<file path="src/rtl/partner_ability_cfg.svh">
// Constants for the emulated link partner ability register.
// Overview of operation
// RULE1 - Register is read-only; writes change nothing.
// RULE2 - Upper sixteen bits reserved; serial view sixteen bits.
// RULE3 - Bit 15 next page always reads zero.
// RULE4 - Bit 14 acknowledge always reads one.
// RULE5 - Bit 13 remote fault always reads zero.
// RULE6 - Bit 9 T4 capability always reads zero.
// RULE7 - Selector bits 4:0 read 00001.
// RULE8 - Partner pause bits follow local pause advertisement.
// RULE9 - Both advertised: strap picks symmetric or asymmetric.
// RULE10 - Pause bits captured only at negotiation completion.
// RULE11 - Advertisement edits wait for next negotiation run.
// RULE12 - Bits 8:5 from duplex pin, straps, success.
// RULE13 - Straps sampled once when chip reset releases.
// RULE14 - Match gives full duplex, mismatch half duplex.
// RULE15 - All derived fields update together in one cycle.
`ifndef PARTNER_ABILITY_CFG_SVH
`define PARTNER_ABILITY_CFG_SVH
`define ABIL_NEXT_PAGE    15
`define ABIL_ACK          14
`define ABIL_FAULT        13
`define ABIL_RSVD12       12
`define ABIL_ASYM         11
`define ABIL_SYM          10
`define ABIL_T4           9
`define ABIL_SPD_HI       8
`define ABIL_SPD_LO       5
`define ABIL_SEL_HI       4
`define ABIL_SEL_VAL      5'h01
`define ABIL_SPD_10FD     4'h2
`define ABIL_SPD_100FD    4'h8
`define ABIL_SPD_10HD     4'h1
`define ABIL_SPD_100HD    4'h4
`define ABIL_SPD_NONE     4'h0
`define ABIL_PAUSE_NONE   2'h0
`define ABIL_RESET_WORD   16'h4001
`endif

</file>
<file path="src/rtl/partner_ability_pkg.sv">
// Types shared by the emulated link partner ability logic.
package partner_ability_pkg;
  typedef logic [15:0] ability_word_type;
  typedef logic [31:0] reg_word_type;
  typedef enum logic [0:0] {STRAP_WAIT, STRAP_HELD} strap_state_type;
endpackage : partner_ability_pkg

</file>
<file path="src/rtl/strap_latch.sv">
// Captures configuration straps once, on the first clock after reset release.
`timescale 1ns/1ns
`include "partner_ability_cfg.svh"
module strap_latch
  import partner_ability_pkg::*;
(
  input  wire logic clk_sys,
  input  wire logic srst,
  input  wire logic strap_fc_in,
  input  wire logic strap_dpol_in,
  input  wire logic strap_speed_in,
  output logic      strap_fc_q,
  output logic      strap_dpol_q,
  output logic      strap_speed_q,
  output logic      strap_valid_q
);
  strap_state_type state_q;
  strap_state_type state_d;
  logic            fc_d;
  logic            dpol_d;
  logic            speed_d;

  // Sample while waiting, then freeze until the next chip reset.
  always_comb
  begin
    state_d = state_q;
    fc_d    = strap_fc_q;
    dpol_d  = strap_dpol_q;
    speed_d = strap_speed_q;
    unique case (state_q)
      STRAP_WAIT:
      begin
        fc_d    = strap_fc_in; // see RULE13
        dpol_d  = strap_dpol_in;
        speed_d = strap_speed_in;
        state_d = STRAP_HELD;
      end
      STRAP_HELD:
      begin
        state_d = STRAP_HELD;
      end
    endcase
  end

  // Reset holds constants only; the straps are caught after release.
  always_ff @(posedge clk_sys)
  begin
    if (srst)
    begin
      state_q       <= STRAP_WAIT;
      strap_fc_q    <= 1'b0;
      strap_dpol_q  <= 1'b0;
      strap_speed_q <= 1'b0;
      strap_valid_q <= 1'b0;
    end
    else
    begin
      state_q       <= state_d;
      strap_fc_q    <= fc_d;
      strap_dpol_q  <= dpol_d;
      strap_speed_q <= speed_d;
      strap_valid_q <= (state_d == STRAP_HELD);
    end
  end

  // Once held, the straps never change until reset.
  property p_strap_hold;
    @(posedge clk_sys) disable iff (srst)
    (state_q == STRAP_HELD) |=> $stable(strap_fc_q) && $stable(strap_speed_q)
      && $stable(strap_dpol_q);
  endproperty
  a_strap_hold: assert property (p_strap_hold) // see RULE13
    else $error("Strap changed after capture.");
endmodule : strap_latch

</file>
<file path="src/rtl/emulated_link_partner_ability.sv">
// Emulated link partner base-page ability register for the virtual PHY.
`timescale 1ns/1ns
`include "partner_ability_cfg.svh"
module emulated_link_partner_ability
  import partner_ability_pkg::*;
(
  input  wire logic                        clk_sys,
  input  wire logic                        srst,
  input  wire logic                        pause_resolution_strap,
  input  wire logic                        duplex_pol_strap,
  input  wire logic                        speed_strap,
  input  wire logic                        port_zero_duplex_pin,
  input  wire logic [15:0]                 local_advertisement_reg,
  input  wire logic                        an_done,
  input  wire logic                        an_success,
  input  wire logic                        reg_wr,
  input  wire logic [31:0]                 reg_wdata,
  output partner_ability_pkg::reg_word_type emulated_partner_ability,
  output partner_ability_pkg::ability_word_type mii_rdata
);
  import partner_ability_pkg::*;

  logic             fc_strap;
  logic             dpol_strap;
  logic             spd_strap;
  logic             straps_ok;
  logic [1:0]       pause_q;
  logic [1:0]       pause_d;
  logic [3:0]       speed_q;
  logic [3:0]       speed_d;
  logic [1:0]       pause_new;
  logic [3:0]       speed_new;
  ability_word_type word_d;
  logic [31:0]      reg_q;
  logic [15:0]      mii_q;

  strap_latch u_straps (
    .clk_sys        (clk_sys),
    .srst           (srst),
    .strap_fc_in    (pause_resolution_strap),
    .strap_dpol_in  (duplex_pol_strap),
    .strap_speed_in (speed_strap),
    .strap_fc_q     (fc_strap),
    .strap_dpol_q   (dpol_strap),
    .strap_speed_q  (spd_strap),
    .strap_valid_q  (straps_ok)
  );

  // Resolve the partner pause pair {asym, sym} from the local advertisement.
  always_comb
  begin
    unique case ({local_advertisement_reg[`ABIL_ASYM],
                  local_advertisement_reg[`ABIL_SYM]})
      2'h0:    pause_new = `ABIL_PAUSE_NONE;       // see RULE8
      2'h1:    pause_new = 2'h1;                   // see RULE8
      2'h2:    pause_new = 2'h3;                   // see RULE8
      default: pause_new = fc_strap ? 2'h3 : 2'h2; // see RULE9
    endcase
  end

  // Speed and duplex pick follows pin against polarity strap.
  always_comb
  begin
    if (!an_success)
      speed_new = `ABIL_SPD_NONE; // see RULE12
    else if (port_zero_duplex_pin == dpol_strap)
      speed_new = spd_strap ? `ABIL_SPD_100FD : `ABIL_SPD_10FD; // see RULE14
    else
      speed_new = spd_strap ? `ABIL_SPD_100HD : `ABIL_SPD_10HD; // see RULE14
  end

  // Derived fields move only on completion, all in the same edge, so an
  // advertisement edit is invisible until negotiation runs again.
  always_comb
  begin
    pause_d = pause_q;
    speed_d = speed_q;
    if (an_done && straps_ok) // see RULE11
    begin
      pause_d = pause_new; // see RULE10
      speed_d = speed_new; // see RULE15
    end
  end

  // Assemble the word; fixed bits are constants, writes are never looked at.
  always_comb
  begin
    word_d = '0;
    word_d[`ABIL_NEXT_PAGE] = 1'b0; // see RULE3
    word_d[`ABIL_ACK]       = 1'b1; // see RULE4
    word_d[`ABIL_FAULT]     = 1'b0; // see RULE5
    word_d[`ABIL_T4]        = 1'b0; // see RULE6
    word_d[`ABIL_ASYM:`ABIL_SYM]       = pause_d;
    word_d[`ABIL_SPD_HI:`ABIL_SPD_LO]  = speed_d;
    word_d[`ABIL_SEL_HI:0]  = `ABIL_SEL_VAL; // see RULE7
  end

  // Register everything; outputs come straight from flip-flops.
  always_ff @(posedge clk_sys)
  begin
    if (srst)
    begin
      pause_q <= `ABIL_PAUSE_NONE;
      speed_q <= `ABIL_SPD_NONE;
      reg_q   <= {16'h0000, `ABIL_RESET_WORD};
      mii_q   <= `ABIL_RESET_WORD;
    end
    else
    begin
      pause_q <= pause_d;
      speed_q <= speed_d;
      reg_q   <= {16'h0000, word_d}; // see RULE2
      mii_q   <= word_d;             // see RULE2
    end
  end

  // The write strobe and data are accepted and dropped: the register is RO.
  assign emulated_partner_ability = reg_q; // see RULE1
  assign mii_rdata                = mii_q;

  // Writes are dropped, so the word stands still across them.
  property p_write_ignored;
    @(posedge clk_sys) disable iff (srst)
    (reg_wr && !an_done) |=> $stable(reg_q);
  endproperty
  a_write_ignored: assert property (p_write_ignored) // see RULE1
    else $error("Write altered read-only register.");

  // The padding half reads zero and the serial view mirrors the low half.
  property p_upper_zero;
    @(posedge clk_sys) disable iff (srst)
    reg_q[31:16] == 16'h0000 && reg_q[15:0] == mii_q;
  endproperty
  a_upper_zero: assert property (p_upper_zero) // see RULE2
    else $error("Reserved half or serial view mismatch.");

  // Constant fields hold in every cycle, not only after a completion.
  property p_fixed_bits;
    @(posedge clk_sys) disable iff (srst)
    !reg_q[15] && reg_q[14] && !reg_q[13] && !reg_q[9]
      && !reg_q[12] && reg_q[4:0] == 5'h01;
  endproperty
  a_fixed_bits: assert property (p_fixed_bits) // see RULE3
    else $error("Fixed ability bits wrong.");

  // The pause result follows the advertisement seen at completion.
  property p_pause_table;
    @(posedge clk_sys) disable iff (srst)
    (an_done && straps_ok) |=> reg_q[11:10] ==
      (($past(local_advertisement_reg[11:10]) == 2'h0) ? 2'h0 :
       ($past(local_advertisement_reg[11:10]) == 2'h1) ? 2'h1 :
       ($past(local_advertisement_reg[11:10]) == 2'h2) ? 2'h3 :
       ($past(fc_strap) ? 2'h3 : 2'h2));
  endproperty
  a_pause_table: assert property (p_pause_table) // see RULE9
    else $error("Pause resolution wrong.");

  // Advertisement edits must wait for the next completion.
  property p_pause_hold;
    @(posedge clk_sys) disable iff (srst)
    !an_done |=> $stable(reg_q[11:10]);
  endproperty
  a_pause_hold: assert property (p_pause_hold) // see RULE11
    else $error("Pause bits moved without completion.");

  // Speed and duplex follow the pin against the polarity at completion.
  property p_speed_table;
    @(posedge clk_sys) disable iff (srst)
    (an_done && straps_ok && an_success) |=> reg_q[8:5] ==
      (($past(port_zero_duplex_pin) == $past(dpol_strap)) ?
       ($past(spd_strap) ? 4'h8 : 4'h2) : ($past(spd_strap) ? 4'h4 : 4'h1));
  endproperty
  a_speed_table: assert property (p_speed_table) // see RULE14
    else $error("Speed and duplex bits wrong.");

  // A failed run clears the speed and duplex bits.
  property p_speed_fail;
    @(posedge clk_sys) disable iff (srst)
    (an_done && straps_ok && !an_success) |=> reg_q[8:5] == 4'h0;
  endproperty
  a_speed_fail: assert property (p_speed_fail) // see RULE12
    else $error("Failed negotiation left ability bits set.");

  // Derived fields may only change in the cycle after a completion.
  property p_together;
    @(posedge clk_sys) disable iff (srst)
    $changed(reg_q[11:5]) |-> $past(an_done);
  endproperty
  a_together: assert property (p_together) // see RULE15
    else $error("Derived fields changed outside completion.");

  // Reset must leave both views at the idle word, fixed bits included.
  property p_reset_word;
    @(posedge clk_sys)
    srst |=> reg_q == {16'h0000, `ABIL_RESET_WORD}
      && mii_q == `ABIL_RESET_WORD;
  endproperty
  a_reset_word: assert property (p_reset_word) // see RULE4
    else $error("Reset word wrong.");

  // A completion seen before the straps are caught is refused.
  property p_early_refused;
    @(posedge clk_sys) disable iff (srst)
    (an_done && !straps_ok) |=> $stable(reg_q);
  endproperty
  a_early_refused: assert property (p_early_refused) // see RULE13
    else $error("Completion taken before straps were caught.");

  // Speed bits, like the pause bits, only move on a completion.
  property p_speed_hold;
    @(posedge clk_sys) disable iff (srst)
    !an_done |=> $stable(reg_q[8:5]);
  endproperty
  a_speed_hold: assert property (p_speed_hold) // see RULE12
    else $error("Speed bits moved without completion.");

  // Cover the main completions, a dropped write and the strap-picked pause.
  c_done_ok: cover property (@(posedge clk_sys) disable iff (srst)
    an_done && an_success && straps_ok);
  c_done_fail: cover property (@(posedge clk_sys) disable iff (srst)
    an_done && !an_success && straps_ok);
  c_write: cover property (@(posedge clk_sys) disable iff (srst) reg_wr);
  c_both_pause: cover property (@(posedge clk_sys) disable iff (srst)
    an_done && local_advertisement_reg[11:10] == 2'h3);
endmodule : emulated_link_partner_ability

</file>
<file path="config.mk">
export PLATFORM = sky130hd
export DESIGN_NAME = emulated_link_partner_ability
export DESIGN_NICKNAME = d
export VERILOG_FILES = /design/src/rtl/partner_ability_pkg.sv /design/src/rtl/strap_latch.sv /design/src/rtl/emulated_link_partner_ability.sv
export VERILOG_INCLUDE_DIRS = /design/src /design/src/rtl
export SDC_FILE = /design/constraint.sdc
export NUM_CORES = 1
export LEC_CHECK = 0
export BUFFER_PORTS_ARGS = -buffer_cell sky130_fd_sc_hd__buf_2
export CAP_MARGIN = 20
export CORE_ASPECT_RATIO = 0.9
export CORE_MARGIN = 4
export CORE_UTILIZATION = 32
export DETAILED_ROUTE_END_ITERATION = 7
export PLACE_DENSITY = 0.92
export SYNTH_ARGS = -nofsm -noshare
export SYNTH_HDL_FRONTEND = slang
export SYNTH_HIERARCHICAL = 1
export SYNTH_SLANG_ARGS = --single-unit
export TNS_END_PERCENT = 1
</file>
<file path="constraint.sdc">
create_clock -name clk_sys -period 1.8 [get_ports clk_sys]
set_input_delay 0.18 -clock clk_sys [delete_from_list [all_inputs] [get_ports clk_sys]]
set_output_delay 0.18 -clock clk_sys [all_outputs]
set_load 0.05 [all_outputs]
</file>
==> parameters.txt <==
Parameter                              Value

Run status
  Outcome ... finished, final reports clean

Logic synthesis
  FFs w/ async S/R, synth ... 0
  Share of the synthesized area in the top cell type ... 0.438
  Top post-synthesis cells by count ... 42 x buf_4, 10 x dfxtp_1, 8 x nor2_1, 4 x a22oi_1
  Cell type contributing the most total cell area after synthesis ... buf_4
  Sequential share of the synthesized area ... 0.278
  Count of flip-flops with a built-in enable after synthesis ... 0
  Syn. warnings ... 6
  Mapped Cells ... 84
  Post-synthesis instance area ... 721 um2
  Main flop type after synthesis ... dfxtp_1
  Average cell area after synthesis ... 8.58 um2
  Count of distinct cell types in the synthesized netlist ... 16
  Leading cell types by total area after synthesis ... buf_4 44%, dfxtp_1 28%, mux2i_1 4.2%, a22oi_1 4.2%, nor2_1 4.2%
  Number of register bits inferred by synthesis ... 10
  Most used standard cell by instance count after synthesis ... buf_4

Clock network
  TritonCTS Buffers ... 3
  Worst skew pair latency ... 270 ps
  Depth of the CTS H-tree ... 1
  Root buffer cell ... clkbuf_4
  Hold-fix buffers at CTS ... 0
  Post CTS Setup Buffer Count ... 0
  Number of sinks driven by the clock tree ... 10
  Maximum count of clock buffers along a single path ... 2
  CTS tree ... done
  Cts repair resizes ... 0
  Clk slew on worst S/H paths ... 70 ps

Critical path
  WP data required ... 1620 ps
  Critical path buffers and inverters ... 1
  Worst setup path category ... register to output pin
  Library cell contributing the largest single delay on the critical path ... dfxtp_1
  Max stage delay on crit path ... 360 ps
  Slack of the worst reg-to-reg path ... 730 ps
  CP Data Arrival Time ... 910 ps
  Kind of capture point of the worst setup path ... output pin
  Setup crit start kind ... register
  Critical path cell sequence ... buf_2
  Critical path's top delay family ... flip-flops
  Top fanout value on the critical path ... 3

Finish
  Diodes inserted ... 0
  Nets ... 161
  Multi-input combinational cell area ... 325 um2
  Post-route standard cell area excluding fillers ... 708 um2
  Fill cell total of the finished layout ... 243
  Area Growth Syn to Fin ... -1.74%
  Area of all sequential standard cells ... 200 um2
  Final cell count without fillers ... 128
  Proportion of layout cells with a drive suffix above 1 ... 0.257

Timing
  Share of the clock period used by the worst path after layout ... 0.604
  Maximum achievable frequency ... 920 MHz
  Sum of negative setup slack ... 0 ps
  Final-report hold violation count ... 0
  Setup violations, final ... 0
  Setup clock skew after layout ... 0.531 ps
  Shortest clock period the worst path allows after layout ... 1090 ps
  Setup repair after global routing missed its margin ... no
  Max-slew violation total from the final report ... 0

Route
  Via count of the routed design ... 466
  DRT met1 WL ... 447 um
  Post-route ant nets ... 0
  Total met2 wirelength after detailed routing ... 549 um
  Number of detailed-route iterations in the first pass ... 4
  Starting DRC count in detailed routing ... 11
  Per-cell via count in the routed design ... 3.64
  Met3 routed wirelength ... 143 um
  Remaining design rule violation count ... 0
  Highest Signal Layer ... met4
  Average detailed-routed wire length per instance ... 9.08 um
  Final wirelength ... 1.16 mm

GRT
  Remaining global-route overflow ... 0
  Pin count of the biggest net entering global routing ... 11
  Global-route total usage across every layer ... 0.0665
  Wire length of the first global-routing pass ... 1.50 mm
  Initial antenna violation count ... 0
  Via count of the first global-routing pass ... 376

Power
  Leakage ... 0.408 nW
  Worst IR drop on VDD ... 0.000388 V
  Pwr dens ... 984 nW/um2

Placement
  Post-placement cell area ... 672 um2
  Port Buffer Count ... 21
  Routability cong. ... 0.667
  Placed insts ... 124
  Half-perimeter wire length of the detailed placement result ... 994 um

Die
  Count of pins on the block boundary ... 105
  Die outline height ... 53.0 um
  Die Width ... 58.0 um
  Starting density of the core ... 0.333
  Num rows ... 16
  Core region area ... 2160 um2
  Die Outline Area ... 3080 um2

Hold path
  Worst min-delay path class ... input pin to register

Flow run
  Number of maximum-capacitance constraint violations ... 0
tightest hold or removal path, delay by kind of cell:
kind,cells,cell delay (ps)
AND/OR/NAND/NOR,1,70
buffers and inverters,1,70
multiplexers,1,50
kinds of logic after synthesis:
| logic type | count (synthesis) | synth area share |
|---|---|---|
| other | 2 | 0.0104 |
| flip-flops | 10 | 0.278 |
| adder cells (fa/ha/maj) | 2 | 0.0347 |
| multiplexers | 3 | 0.0417 |
| XOR/XNOR | 2 | 0.0243 |
| AO/OA/AOI/OAI | 7 | 0.0660 |
| buffers and inverters | 44 | 0.448 |
| AND/OR/NAND/NOR | 14 | 0.0972 |
where the power goes:
group | switching, mW | leakage [nW] | internal, mW
Sequential | 0.00939 | 0.0821 | 0.231
Clock | 0.0804 | 0.0210 | 0.123
Combinational | 0.224 | 0.305 | 0.0284
Total | 0.314 | 0.408 | 0.383
placed cells by master (no fill, tap or decap), types with 2 or more instances in the layout:
master     n
mux2i_1    3
inv_1      2
nor3_1     3
buf_2     21
conb_1    36
nor2_1     8
ha_1       2
clkbuf_4   3
dfxtp_1   10
a21oi_1    2
a22oi_1    4
metrics by stage:
stage | power (mW) | hold slack [ps] | setup slack (ps) | util
6_report | 0.697 | 143 | 713 | 0.328
5_1_grt | 0.717 | 166 | 601 | 0.328
4_1_cts | 0.700 | 140 | 699 | 0.328
3_5_place_dp | 0.497 | 416 | 739 | 0.311
3_3_place_gp | 0.495 | 410 | 760 | 0.311
2_1_floorplan | 0.534 | 237 | 706 | -
path summary, 6_finish.rpt:
check	to	cells after the start	from
setup / recovery	mii_rdata[10]	1	pause_q[0]
hold / removal	u_straps/strap_dpol_q	3	duplex_pol_strap
setup reg to reg	pause_q[0]	3	u_straps/state_q
hold reg to reg	u_straps/strap_fc_q	2	u_straps/strap_fc_q
state kept, by name, summed over array words and instances, names as in the netlist:
name	flops
u_straps/state_q	1
speed_q	3
u_straps/strap_speed_q	1
u_straps/strap_dpol_q	1
pause_q	2
u_straps/strap_fc_q	1
mii_rdata	1
final cells by class:
class | instances | share of cell area
Multi-Input combinational cell | 64 | 0.459
Timing Repair Buffer | 21 | 0.148
Clock buffer | 4 | 0.0512
Sequential cell | 10 | 0.283
Inverter | 2 | 0.0106
Tap cell | 27 | 0.0477
routing by layer:
layer  vias to the layer above  GRT usage
met1                       200     0.0695
li1                        229          -
met2                        34      0.109
met4                         0     0.0579
met3                         3     0.0195
met5                         -          0
(Power assumes the default switching activity.)
